<file path="config.mk">
export PLATFORM = sky130hd
export DESIGN_NAME = clk_ctrl
export DESIGN_NICKNAME = d
export VERILOG_FILES = /design/src/clk_ctrl_pkg.sv /design/src/clk_prescaler.sv /design/src/clk_ctrl.sv
export SDC_FILE = /design/constraint.sdc
export NUM_CORES = 1
export LEC_CHECK = 0
export ABC_AREA = 0
export BUFFER_PORTS_ARGS = -buffer_cell sky130_fd_sc_hd__buf_2
export CAP_MARGIN = 25
export CORE_MARGIN = 2
export CORE_UTILIZATION = 30
export DETAILED_ROUTE_END_ITERATION = 16
export REMOVE_ABC_BUFFERS = 1
export SETUP_SLACK_MARGIN = 0.02
export SYNTH_ARGS = -nofsm -noshare
export SYNTH_HDL_FRONTEND = slang
export SYNTH_SLANG_ARGS = --single-unit
</file>
<file path="constraint.sdc">
create_clock -name clk -period 5.95 [get_ports clk]
set_input_delay 0.8925 -clock clk [delete_from_list [all_inputs] [get_ports clk]]
set_output_delay 0.8925 -clock clk [all_outputs]
set_load 0.03 [all_outputs]
</file>
<file path="src/clk_ctrl_pkg.sv">
// Constants and types shared by the clock control block.
// Operation
// (RULE_01) Source select 0110 enables the low-frequency watch crystal as system clock.
// (RULE_02) Low-frequency crystal start-up: 00 1K/4ms, 01 1K/64ms, 10 32K/64ms, 11 reserved.
// (RULE_03) Crystal upper select bits 100..111 pick the oscillator frequency range.
// (RULE_04) Crystal power-down start-up is 258, 1K or 16K cycles by select bit 0 and fuses.
// (RULE_05) Crystal reset delay is 14 cycles plus 4 ms, 64 ms or nothing by fuses.
// (RULE_06) With the brown-out detector off, wake-up stretches to about 60 microseconds.
// (RULE_07) Shipped fuses give internal 8 MHz, longest start-up and divide by eight.
// (RULE_08) One prescaler divides the source for CPU, I/O, ADC and flash domains alike.
// (RULE_09) Division changes are glitch free; no period shorter than old or new period.
// (RULE_10) New rate is active after one old plus one to two new periods, two edges.
// (RULE_11) Prescaler is a counter at the undivided rate; its count is not visible.
// (RULE_12) Clock output fuse drives the system clock on the pin, overriding the port.
// (RULE_13) No clock leaves on the output pin while reset is active.
// (RULE_14) The output pin carries the divided system clock for any source.
// (RULE_15) Select codes 0000..1000 divide by 1 to 256 in powers of two; rest reserved.
// (RULE_16) Set change enable with zeros, then write divider within four cycles.
// (RULE_17) Reset loads select 0011 with divide-by-eight fuse programmed, else 0000.
// (RULE_18) Reserved start-up and prescaler codes keep the previous or slowest setting.
package clk_ctrl_pkg;

  typedef enum logic [2:0] {
    SRC_EXTERNAL,
    SRC_RC8M,
    SRC_RC128K,
    SRC_LF_CRYSTAL,
    SRC_CRYSTAL,
    SRC_RESERVED
  } clk_src_t;

  typedef enum logic [1:0] {
    ST_RESET_DLY,
    ST_OSC_DLY,
    ST_RUN
  } startup_state_t;

  localparam logic [3:0] SEL_EXTERNAL   = 4'h0;
  localparam logic [3:0] SEL_RC8M       = 4'h2;
  localparam logic [3:0] SEL_RC128K     = 4'h4;
  localparam logic [3:0] SEL_LF_CRYSTAL = 4'h6;
  localparam logic [3:0] SEL_DEFAULT    = 4'h2;
  localparam logic [1:0] STARTUP_DEFAULT  = 2'h2;
  localparam logic [1:0] STARTUP_RESERVED = 2'h3;

  localparam logic [3:0] PS_DIV1    = 4'h0;
  localparam logic [3:0] PS_DIV8    = 4'h3;
  localparam logic [3:0] PS_MAX     = 4'h8;
  localparam int         PS_CNT_W   = 8;
  localparam logic [2:0] CE_TIMEOUT = 3'h4;

  // Oscillator cycle counts for the power-down part of start-up and the fixed 14-cycle part of the reset delay.
  localparam logic [15:0] CK_6   = 16'h0006;
  localparam logic [15:0] CK_258 = 16'h0102;
  localparam logic [15:0] CK_1K  = 16'h0400;
  localparam logic [15:0] CK_16K = 16'h4000;
  localparam logic [15:0] CK_32K = 16'h8000;
  localparam logic [15:0] CK_14  = 16'h000E;

  // Watchdog oscillator cycles for the real-time part of the reset delay.
  localparam logic [13:0] WDT_NONE = 14'h0000;
  localparam logic [13:0] WDT_4MS  = 14'h0200;
  localparam logic [13:0] WDT_64MS = 14'h2000;

  // Wake-up stretch with the brown-out detector off, in ns and in clk cycles.
  localparam int BROWNOUT_WAKE_NS  = 60000;
  localparam int CLK_NS            = 10;
  localparam int BROWNOUT_WAKE_CYC = (BROWNOUT_WAKE_NS + CLK_NS - 1) / CLK_NS;

endpackage

</file>
<file path="src/clk_prescaler.sv">
// Glitch-free system clock prescaler driven by a clock enable.
module clk_prescaler
  import clk_ctrl_pkg::*;
#(
  parameter int CNT_W = PS_CNT_W
) (
  input  wire logic       clk,       // Master clock; the undivided source arrives as src_tick.
  input  wire logic       rstn,      // Synchronous reset, active low.
  input  wire logic       src_tick,  // One pulse per source cycle.
  input  wire logic [3:0] sel,       // Requested division select; taken at the next period boundary.
  output logic            sys_tick,  // One pulse per divided period.
  output logic            sys_clk_q  // Divided clock, high for the first half; toggles on each src_tick at division 1.
);

  logic [CNT_W-1:0] cnt_q;
  logic [3:0]       cur_q;
  logic             wrap;
  logic [CNT_W-1:0] lim;
  logic [CNT_W-1:0] half;

  // Terminal count and half point of the division currently in force.
  assign lim  = CNT_W'((9'h001 << cur_q) - 9'h001);
  assign half = CNT_W'(lim >> 1);
  assign wrap = src_tick && (cnt_q == lim);
  assign sys_tick = wrap;

  // Counter at the undivided rate; its count is never exported.
  always_ff @(posedge clk) begin
    if (!rstn) begin
      cnt_q <= '0;
    end else if (wrap) begin
      cnt_q <= '0; // RULE_11
    end else if (src_tick) begin
      cnt_q <= cnt_q + CNT_W'(1);
    end
  end

  // A new division is taken only at a period boundary, so no short period appears.
  always_ff @(posedge clk) begin
    if (!rstn) begin
      cur_q <= PS_DIV1;
    end else if (wrap || (src_tick && cur_q == PS_DIV1)) begin
      cur_q <= sel; // RULE_09 RULE_10
    end
  end

  // Clock level, high in the first half of each divided period; at divide by one it toggles on each source pulse.
  always_ff @(posedge clk) begin
    if (!rstn) begin
      sys_clk_q <= 1'b0;
    end else if (src_tick) begin
      sys_clk_q <= (cur_q == PS_DIV1) ? ~sys_clk_q : (wrap || cnt_q < half);
    end
  end

endmodule // clk_prescaler

</file>
<file path="src/clk_ctrl.sv">
// Clock source decode, start-up delay, prescaler control and clock output.
module clk_ctrl
  import clk_ctrl_pkg::*;
#(
  parameter int WAKE_CYC = BROWNOUT_WAKE_CYC
) (
  input  wire logic       clk,             // Master clock, 100 MHz.
  input  wire logic       rstn,            // Synchronous reset, active low.
  input  wire logic       osc_tick,        // Selected oscillator cycle pulse.
  input  wire logic       wdt_tick,        // Watchdog oscillator cycle pulse.
  input  wire logic [3:0] clock_source_select_fuses, // Source select, 0 is programmed.
  input  wire logic [1:0] startup_time_fuses,        // Start-up time select.
  input  wire logic       divide_by_eight_fuse,      // Low when programmed.
  input  wire logic       clock_output_fuse,         // Low when programmed.
  input  wire logic       powerdown_wake,  // Pulse: leave power-down.
  input  wire logic       brownout_detector_off,     // Detector disabled by software.
  input  wire logic       reg_we,          // Pulse: prescaler control register write.
  input  wire logic [7:0] reg_wdata,       // Written control register value.
  input  wire logic       port_out,        // Normal port function for output pin.
  output logic [7:0]      reg_rdata_q,     // Control register read value.
  output logic [2:0]      src_q,           // Decoded clock source.
  output logic [2:0]      xtal_range_q,    // Crystal frequency range select.
  output logic            lf_xtal_en_q,    // Low-frequency crystal enabled.
  output logic            sys_clk_q,       // Divided system clock level.
  output logic            clk_cpu_en_q,    // CPU clock enable.
  output logic            clk_io_en_q,     // I/O clock enable.
  output logic            clk_adc_en_q,    // ADC clock enable.
  output logic            clk_flash_en_q,  // Flash clock enable.
  output logic            running_q,       // Start-up finished.
  output logic            clk_pin_q        // Clock output pin level.
);

  logic            osc_s1_q, osc_s2_q, osc_s3_q;
  logic            wdt_s1_q, wdt_s2_q, wdt_s3_q;
  logic            osc_ev, wdt_ev;
  clk_src_t        src_d;
  logic [15:0]     pd_ck;
  logic [13:0]     rst_wdt;
  logic            rst_ck14;
  logic [1:0]      start_sel_q;
  startup_state_t  st_q;
  logic [15:0]     ck_cnt_q;
  logic [13:0]     wdt_cnt_q;
  logic [31:0]     wake_cnt_q;
  logic            wake_long_q;
  logic            rst_seen_q;
  logic [3:0]      ps_q;
  logic            ce_q;
  logic [2:0]      ce_cnt_q;
  logic            sys_tick;
  logic            sys_lvl;
  logic            run;
  logic            ck14_done;

  // Oscillator pulses come from other domains and pass two flops first.
  // The third flop only remembers the previous synchronised level for edge detection.
  // Each source level must stand for two clk cycles or an edge may be lost.
  // Only the second and third flops of each chain feed logic beyond the chain, through the edge detect.
  always_ff @(posedge clk) begin
    if (!rstn) begin
      {osc_s1_q, osc_s2_q, osc_s3_q} <= 3'h0;
      {wdt_s1_q, wdt_s2_q, wdt_s3_q} <= 3'h0;
    end else begin
      {osc_s1_q, osc_s2_q, osc_s3_q} <= {osc_tick, osc_s1_q, osc_s2_q};
      {wdt_s1_q, wdt_s2_q, wdt_s3_q} <= {wdt_tick, wdt_s1_q, wdt_s2_q};
    end
  end
  assign osc_ev = osc_s2_q && !osc_s3_q;
  assign wdt_ev = wdt_s2_q && !wdt_s3_q;

  // The fixed oscillator part of the reset delay is done, or is not used by this source.
  assign ck14_done = !rst_ck14 || (ck_cnt_q >= CK_14);

  // Source decode from the select fuses.
  // Any code with the top bit set selects the crystal or resonator oscillator.
  // Unlisted codes decode to a reserved source that still starts with safe delays.
  // The fuses are static levels, so the decode needs no synchronising flops.
  always_comb begin
    if (clock_source_select_fuses[3]) begin
      src_d = SRC_CRYSTAL;
    end else begin
      case (clock_source_select_fuses)
        SEL_EXTERNAL:   src_d = SRC_EXTERNAL;
        SEL_RC8M:       src_d = SRC_RC8M; // RULE_07
        SEL_RC128K:     src_d = SRC_RC128K;
        SEL_LF_CRYSTAL: src_d = SRC_LF_CRYSTAL; // RULE_01
        default:        src_d = SRC_RESERVED;
      endcase
    end
  end

  // Start-up figures per source and start-up fuse setting.
  // Power-down wake counts oscillator cycles; the reset delay counts watchdog cycles.
  // The watch crystal has no fixed oscillator part in its reset delay.
  // Reserved start-up codes never reach this decode; the sampled setting keeps the last legal one.
  always_comb begin
    pd_ck    = CK_6;
    rst_wdt  = WDT_64MS;
    rst_ck14 = 1'b1;
    case (src_d)
      SRC_LF_CRYSTAL: begin
        rst_ck14 = 1'b0;
        case (start_sel_q)
          2'b00:   begin pd_ck = CK_1K;  rst_wdt = WDT_4MS;  end // RULE_02
          2'b01:   begin pd_ck = CK_1K;  rst_wdt = WDT_64MS; end // RULE_02
          default: begin pd_ck = CK_32K; rst_wdt = WDT_64MS; end // RULE_02 RULE_18
        endcase
      end
      SRC_CRYSTAL: begin
        case ({clock_source_select_fuses[0], start_sel_q})
          3'b000, 3'b001:         pd_ck = CK_258; // RULE_04
          3'b010, 3'b011, 3'b100: pd_ck = CK_1K;  // RULE_04
          default:                pd_ck = CK_16K; // RULE_04
        endcase
        case ({clock_source_select_fuses[0], start_sel_q})
          3'b000, 3'b011, 3'b110: rst_wdt = WDT_4MS;  // RULE_05
          3'b010, 3'b101:         rst_wdt = WDT_NONE; // RULE_05
          default:                rst_wdt = WDT_64MS; // RULE_05
        endcase
      end
      default: begin
        case (start_sel_q)
          2'b00:   rst_wdt = WDT_NONE;
          2'b01:   rst_wdt = WDT_4MS;
          default: rst_wdt = WDT_64MS; // RULE_18
        endcase
      end
    endcase
  end

  // Static fuse decodes, registered for the output pins.
  // Registering keeps every top-level output straight from a flip-flop.
  always_ff @(posedge clk) begin
    if (!rstn) begin
      src_q        <= 3'(SRC_RC8M);
      xtal_range_q <= 3'h0;
      lf_xtal_en_q <= 1'b0;
    end else begin
      src_q        <= 3'(src_d);
      xtal_range_q <= (src_d == SRC_CRYSTAL) ? clock_source_select_fuses[3:1] : 3'h0; // RULE_03
      lf_xtal_en_q <= (src_d == SRC_LF_CRYSTAL); // RULE_01
    end
  end

  // Start-up fuses are sampled after reset; a reserved code keeps the last one.
  // A change made while running is only seen at the next start-up.
  always_ff @(posedge clk) begin
    if (!rstn) begin
      start_sel_q <= STARTUP_DEFAULT;
    end else if (st_q != ST_RUN && startup_time_fuses != STARTUP_RESERVED) begin
      start_sel_q <= startup_time_fuses; // RULE_18
    end
  end

  // Start-up sequencer: reset delay then run, or oscillator cycles then run after a power-down wake.
  // The first cycle after reset clears the counters, so the delay always starts whole.
  // A wake from power-down is only honoured while running.
  // The reset-delay counters saturate at their targets; the power-down count runs on until the state is left.
  always_ff @(posedge clk) begin
    if (!rstn) begin
      st_q       <= ST_RESET_DLY;
      ck_cnt_q   <= '0;
      wdt_cnt_q  <= '0;
      rst_seen_q <= 1'b0;
    end else begin
      case (st_q)
        ST_RESET_DLY: begin
          if (!rst_seen_q) begin
            rst_seen_q <= 1'b1;
            ck_cnt_q   <= '0;
            wdt_cnt_q  <= '0;
          end else begin
            // The 14 oscillator cycles come first; the real-time part is added after them.
            if (osc_ev && rst_ck14 && ck_cnt_q < CK_14) begin
              ck_cnt_q <= ck_cnt_q + 16'h0001;
            end
            if (wdt_ev && ck14_done && wdt_cnt_q < rst_wdt) begin
              wdt_cnt_q <= wdt_cnt_q + 14'h0001;
            end
            if (ck14_done && wdt_cnt_q >= rst_wdt) begin
              st_q     <= ST_RUN; // RULE_05
              ck_cnt_q <= '0;
            end
          end
        end
        ST_OSC_DLY: begin
          if (osc_ev) ck_cnt_q <= ck_cnt_q + 16'h0001;
          if (ck_cnt_q >= pd_ck && !wake_long_q) st_q <= ST_RUN; // RULE_04
        end
        ST_RUN: begin
          if (powerdown_wake) begin
            st_q     <= ST_OSC_DLY;
            ck_cnt_q <= '0;
          end
        end
        default: st_q <= ST_RESET_DLY;
      endcase
    end
  end

  // Wake stretch so the brown-out detector settles before code runs.
  // The stretch runs beside the oscillator count; whichever ends last releases the core.
  // The length is a parameter so that a simulation may shorten it.
  always_ff @(posedge clk) begin
    if (!rstn) begin
      wake_cnt_q  <= '0;
      wake_long_q <= 1'b0;
    end else if (st_q == ST_RUN && powerdown_wake && brownout_detector_off) begin
      wake_cnt_q  <= 32'(WAKE_CYC); // RULE_06
      wake_long_q <= 1'b1;
    end else if (wake_cnt_q > 32'h0000_0001) begin
      wake_cnt_q <= wake_cnt_q - 32'h0000_0001;
    end else begin
      wake_cnt_q  <= '0;
      wake_long_q <= 1'b0;
    end
  end

  // Change-enable bit with a four-cycle window that rewrites do not extend.
  // Only an exact enable pattern arms it, which guards against stray writes.
  // Any select write with the enable bit clear closes the window at once.
  // The timeout clears the bit even when no select write follows.
  always_ff @(posedge clk) begin
    if (!rstn) begin
      ce_q     <= 1'b0;
      ce_cnt_q <= '0;
    end else if (reg_we && reg_wdata == 8'h80 && !ce_q) begin
      ce_q     <= 1'b1; // RULE_16
      ce_cnt_q <= CE_TIMEOUT;
    end else if (ce_q && (reg_we && !reg_wdata[7] || ce_cnt_q == 3'h1)) begin
      ce_q     <= 1'b0; // RULE_16
      ce_cnt_q <= '0;
    end else if (ce_q) begin
      ce_cnt_q <= ce_cnt_q - 3'h1;
    end
  end

  // Division select: fuse value at reset, protected writes later.
  // Reserved codes are dropped, so the previous division stays in force.
  // The prescaler itself decides when the new value reaches the clock.
  always_ff @(posedge clk) begin
    if (!rstn) begin
      ps_q <= PS_DIV1;
    end else if (!rst_seen_q) begin
      ps_q <= divide_by_eight_fuse ? PS_DIV1 : PS_DIV8; // RULE_17 RULE_07
    end else if (ce_q && reg_we && !reg_wdata[7] && reg_wdata[3:0] <= PS_MAX) begin
      ps_q <= reg_wdata[3:0]; // RULE_16 RULE_15 RULE_18
    end
  end

  // Register read view: change enable, zeros, division select.
  // The unused bits always read as zero.
  always_ff @(posedge clk) begin
    if (!rstn) begin
      reg_rdata_q <= 8'h00;
    end else begin
      reg_rdata_q <= {ce_q, 3'h0, ps_q};
    end
  end

  // Clocks reach the domains only once start-up is complete.
  assign run = (st_q == ST_RUN);

  // The prescaler counts synchronised oscillator cycles and never shows its count.
  // Its division only changes at a period boundary, which keeps the output glitch free.
  clk_prescaler #(
    .CNT_W (PS_CNT_W)
  ) u_prescaler (
    .clk       (clk),
    .rstn      (rstn),
    .src_tick  (osc_ev),
    .sel       (ps_q),
    .sys_tick  (sys_tick),
    .sys_clk_q (sys_lvl)
  );

  // Same divided enable to every domain, only once start-up is done.
  // One shared pulse keeps the CPU, I/O, ADC and flash domains in step.
  // The level copy follows the prescaler with one cycle of latency.
  always_ff @(posedge clk) begin
    if (!rstn) begin
      {clk_cpu_en_q, clk_io_en_q, clk_adc_en_q, clk_flash_en_q} <= 4'h0;
      sys_clk_q <= 1'b0;
      running_q <= 1'b0;
    end else begin
      {clk_cpu_en_q, clk_io_en_q, clk_adc_en_q, clk_flash_en_q} <= {4{sys_tick && run}}; // RULE_08
      sys_clk_q <= sys_lvl;
      running_q <= run;
    end
  end

  // Clock output pin: divided clock when the fuse is programmed, held low in reset.
  // The clock is also held back in the first cycle after reset, until the sequencer has started.
  // With the fuse unprogrammed the pin simply carries the normal port level.
  always_ff @(posedge clk) begin
    if (!rstn) begin
      clk_pin_q <= 1'b0; // RULE_13
    end else if (!clock_output_fuse) begin
      clk_pin_q <= sys_lvl && rst_seen_q; // RULE_12 RULE_14
    end else begin
      clk_pin_q <= port_out;
    end
  end

endmodule // clk_ctrl

</file>
==> impl_metrics.py <==
metrics = {
    "yosys": {
        "ys_ff_latch": 111,
        "syn_inst": 688,
        "synthArstFlopShare_pct": 0,
        "synth_ff_type": "dfxtp_1",
        "synth_enable_flop_cells": 0,
        "synth-simple-area-share_pct": 26.89,
        "synth_top_area_cell": "dfxtp_1",
        "ys_seq_area_share_pct": 38.12,
        "synth-compound-area-share_pct": 14.45,
        "synth_xor_area_share_pct": 7.813,
        "synthTopCellsByArea": "dfxtp_1 (38%), ha_1 (6.2%), xnor2_1 (5.6%), nor2_1 (5.1%), nand2_1 (3.9%)",
        "yosysWarnings": 0,
        "synth_top_family_by_area": "simple AND/OR/NAND/NOR gates",
        "avgSynthCellArea_sq_um": 8.473,
        "netlist_area_sq_um": 5829,
        "synthAdderAreaFrac_pct": 6.225,
        "yosys.area.top_type_share_pct": 38.12,
        "yosysUniqueCellTypes": 66,
        "synth_mux_area_share_pct": 1.374,
    },
    "power_and_ir_drop": {
        "p_seq_share_pct": 44.0,
        "power.switching_w": 0.0006173,
        "ir_drop_v": 0.0001261,
        "p_int_w": 0.001361,
        "clockPowerShare_pct": 31.7,
        "p_per_area_nw_per_um2": 303.5,
        "power_frac_comb_pct": 24.4,
        "p_leak_nw": 2.428,
        "p_sw_share_pct": 31.20,
    },
    "place": {
        "dp_hpwl_mm": 8.427,
        "port-buffer-count": 42,
        "gp_congestion": 0.8427,
    },
    "critical_path": {
        "cp_data_arrival_time_ps": 4070,
        "reg2reg_to": "ck_cnt_q[15]",
        "worst-path-buf-inv": 1,
        "cp-start-kind": "input pin",
        "slowest_stage": "o31ai_4",
        "end_kind": "flip-flop",
        "cp_max_fo": 18,
        "crit_start": "clock_source_select_fuses[3]",
        "r2r_slack_ps": 2450,
        "crit_chain": "buf_2, nor2_1, and3_1, nor3_1, a21oi_1, o21a_1, ha_1, and4b_1, and4_1, a2bb2oi_2, o31ai_4, nand2b_1, o22ai_1",
        "critPathTopFamily": "compound AO/OA/AOI/OAI gates",
        "crit_end": "ck_cnt_q[15]",
        "crit_type": "input pin to flip-flop",
        "r2r.worst_path.cells": 10,
        "cp.depth": 13,
        "r2r_start": "start_sel_q[1]",
        "critPathMaxStageDelay_ps": 670,
        "cp_data_required_time_ps": 6240,
    },
    "timing": {
        "hold_ws_ps": 445.0,
        "rsz0062_at_grt": "no",
        "hold_viol_final": 0,
        "max_freq_mhz": 264.8,
        "finClkSkew_ps": 9.152,
        "tns_ps": 0,
        "slew_headroom_pct": 45.17,
        "worstMarginPinSlew_ps": 821.3,
        "drv_slew": 0,
        "period_needed_ps": 3776,
        "period_share_pct": 63.47,
        "setup_viol": 0,
    },
    "floorplan": {
        "start_util_pct": 30.85,
        "rows": 50,
        "ios": 46,
        "chipHeight_um": 143.4,
        "core_sq_um": 18890,
        "die-area_sq_um": 20560,
        "die-width_um": 143.4,
    },
    "final_layout": {
        "antenna_cells": 0,
        "fillers": 2023,
        "num-nets-final": 763,
        "syn2layout_area_growth_pct": 11.83,
        "drive_gt1_share_pct": 11.05,
    },
    "cts": {
        "post_cts_resize_count": 0,
        "cts.clk_slew.worst_paths_ps": 80,
        "tritoncts": "done",
        "cts-root-buf": "clkbuf_16",
        "cts_made_buffers": 9,
        "cts_buffer_depth": 2,
        "cts_setup_buffers": 0,
        "cts-hold-fix-buffers": 0,
        "cts_sinks": 111,
        "clkLatencyLatePin_ps": 360,
        "h-tree-depth": 3,
    },
    "grt": {
        "gr-max-usage-layer": "met2",
        "grt_util_met1_pct": 17.28,
        "use_met2_pct": 19.60,
        "grt_max_degree": 45,
        "antenna_found_initial": 0,
        "grt_pass1_vias": 4428,
        "gr-total-overflow": 0,
        "grt_use_met3_pct": 1.599,
        "grt_pass1_wl_mm": 21.02,
        "track_usage_pct": 12.52,
    },
    "detailed_routing": {
        "drcViolationCount": 0,
        "detail-route-antenna-nets": 0,
        "wirelength_mm": 12.02,
        "drtIter0Drc": 292,
        "vias": 4771,
        "wl_per_cell_um": 12.33,
        "drtPass1Iterations": 4,
        "viasPerCell": 4.893,
    },
    "run_status": {
        "status": "complete, no violations",
    },
    "hold_path": {
        "min_path_type": "flip-flop to flip-flop",
    },
    "run": {
        "drv_cap": 0,
    },
}
## cells in the final DEF (no fill, tap or decap), types with 3 or more instances in the layout
cell	netlist	final
a211oi_1	10	10
a21boi_0	5	5
a21o_1	5	5
a21oi_1	28	28
and2_1	18	18
and3_1	7	7
and4_1	5	5
buf_2	5	42
clkbuf_16	0	9
conb_1	1	3
dfxtp_1	111	111
ha_1	29	29
inv_1	32	32
mux2i_1	8	8
nand2_1	61	61
nand2b_1	7	7
nand3_1	24	24
nand3b_1	13	13
nand4_1	14	14
nor2_1	79	79
nor2b_1	10	10
nor3_1	16	16
nor3b_1	4	4
nor4_1	10	10
o211ai_1	5	5
o21a_1	5	5
o21ai_0	26	26
o22ai_1	14	14
or3_1	6	6
or3b_2	5	5
or4_1	5	5
xnor2_1	37	37
xor2_1	15	15
## synth_stat cells (2+ instances only)
library cell and n:
nor2_1 79, a21boi_0 5, a211oi_1 10, nor4_1 10, o21ai_0 26, buf_2 5
buf_6 2, and3_1 7, mux2i_1 8, nand2b_1 7, a21oi_1 28, nor4_2 2
a2111oi_2 2, or3b_2 5, nor3_1 16, nor3b_1 4, nand4_1 14, nand2_1 61
o21a_1 5, dfxtp_1 111, inv_1 32, or4_1 5, and2_1 18, buf_4 6
a221oi_1 2, o22ai_1 14, o211ai_1 5, and4_1 5, xnor2_1 37, a21o_1 5
nor2b_1 10, xor2_1 15, clkbuf_1 22, ha_1 29, and4b_1 2, a31oi_1 2
nand3b_1 13, nand3_1 24, nor4b_1 2, nand4b_1 2, or3_1 6
## final cells by class
cell class              instances  area [sq um]  area share, %
multi-input cells             512          3319          50.92
clock buffers                  10         239.0          3.666
clock inverters                 6         67.56          1.036
well taps                     260         325.3          4.990
inverters                      32         120.1          1.843
flip-flops and latches        111          2222          34.09
repair buffers                 44         225.2          3.455
## how the worst min path moves through the flow
stage	startpoint	end	slack, ps	cells after the start
6_report	wdt_s1_q	wdt_s2_q	440	1
5_1_grt	osc_s1_q	osc_s2_q	480	1
3_5_place_dp	wdt_s1_q	wdt_s2_q	430	1
3_3_place_gp	wdt_s1_q	wdt_s2_q	430	1
2_1_floorplan	osc_s1_q	osc_s2_q	410	1
4_1_cts	wdt_s1_q	wdt_s2_q	440	1
## power by group through the flow
stage | clock network, W | logic [W] | registers [W]
floorplan | 0 | 0.000385 | 0.000880
global placement | 0 | 0.000480 | 0.000887
detailed placement | 0 | 0.000484 | 0.000887
CTS | 0.000645 | 0.000489 | 0.000870
global route | 0.000676 | 0.000557 | 0.000881
finish | 0.000626 | 0.000482 | 0.000870
## per-stage QoR
| step | cells | power (W) | utilization (%) | setup WS (ps) | area, sq um |
|---|---|---|---|---|---|
| floorplan | 655 | 0.001265 | - | 2601 | 5662 |
| global placement | 959 | 0.001366 | 32.88 | 1932 | 6212 |
| detailed placement | 959 | 0.001371 | 32.88 | 1870 | 6212 |
| CTS | 975 | 0.002004 | 34.50 | 2238 | 6519 |
| global route | 975 | 0.002114 | 34.50 | 1903 | 6519 |
| finish | 975 | 0.001979 | 34.50 | 2174 | 6519 |
## layer usage
metal / vias to the layer above / part of all wire, %
met4: 0 / 2.0
met1: 2216 / 52
met3: 14 / 2.8
met5: - / 0
li1: 2454 / -
met2: 87 / 43
## logic make-up after synthesis
family / after synthesis
AO/OA/AOI/OAI: 122
XOR/XNOR: 52
adder cells (fa/ha/maj): 29
buffers and inverters: 67
flip-flops: 111
multiplexers: 8
other: 1
AND/OR/NAND/NOR: 298
## state kept, by name, summed over array words and instances (netlist names), 2 cells and up
| signal | flops |
|---|---|
| wake_cnt_q | 32 |
| ck_cnt_q | 16 |
| wdt_cnt_q | 14 |
| u_prescaler.cnt_q | 8 |
| reg_rdata_q | 5 |
| ps_q | 4 |
| u_prescaler.cur_q | 4 |
| ce_cnt_q | 3 |
| src_q | 3 |
| xtal_range_q | 3 |
| st_q | 2 |
| start_sel_q | 2 |
(Power assumes the default switching activity.)
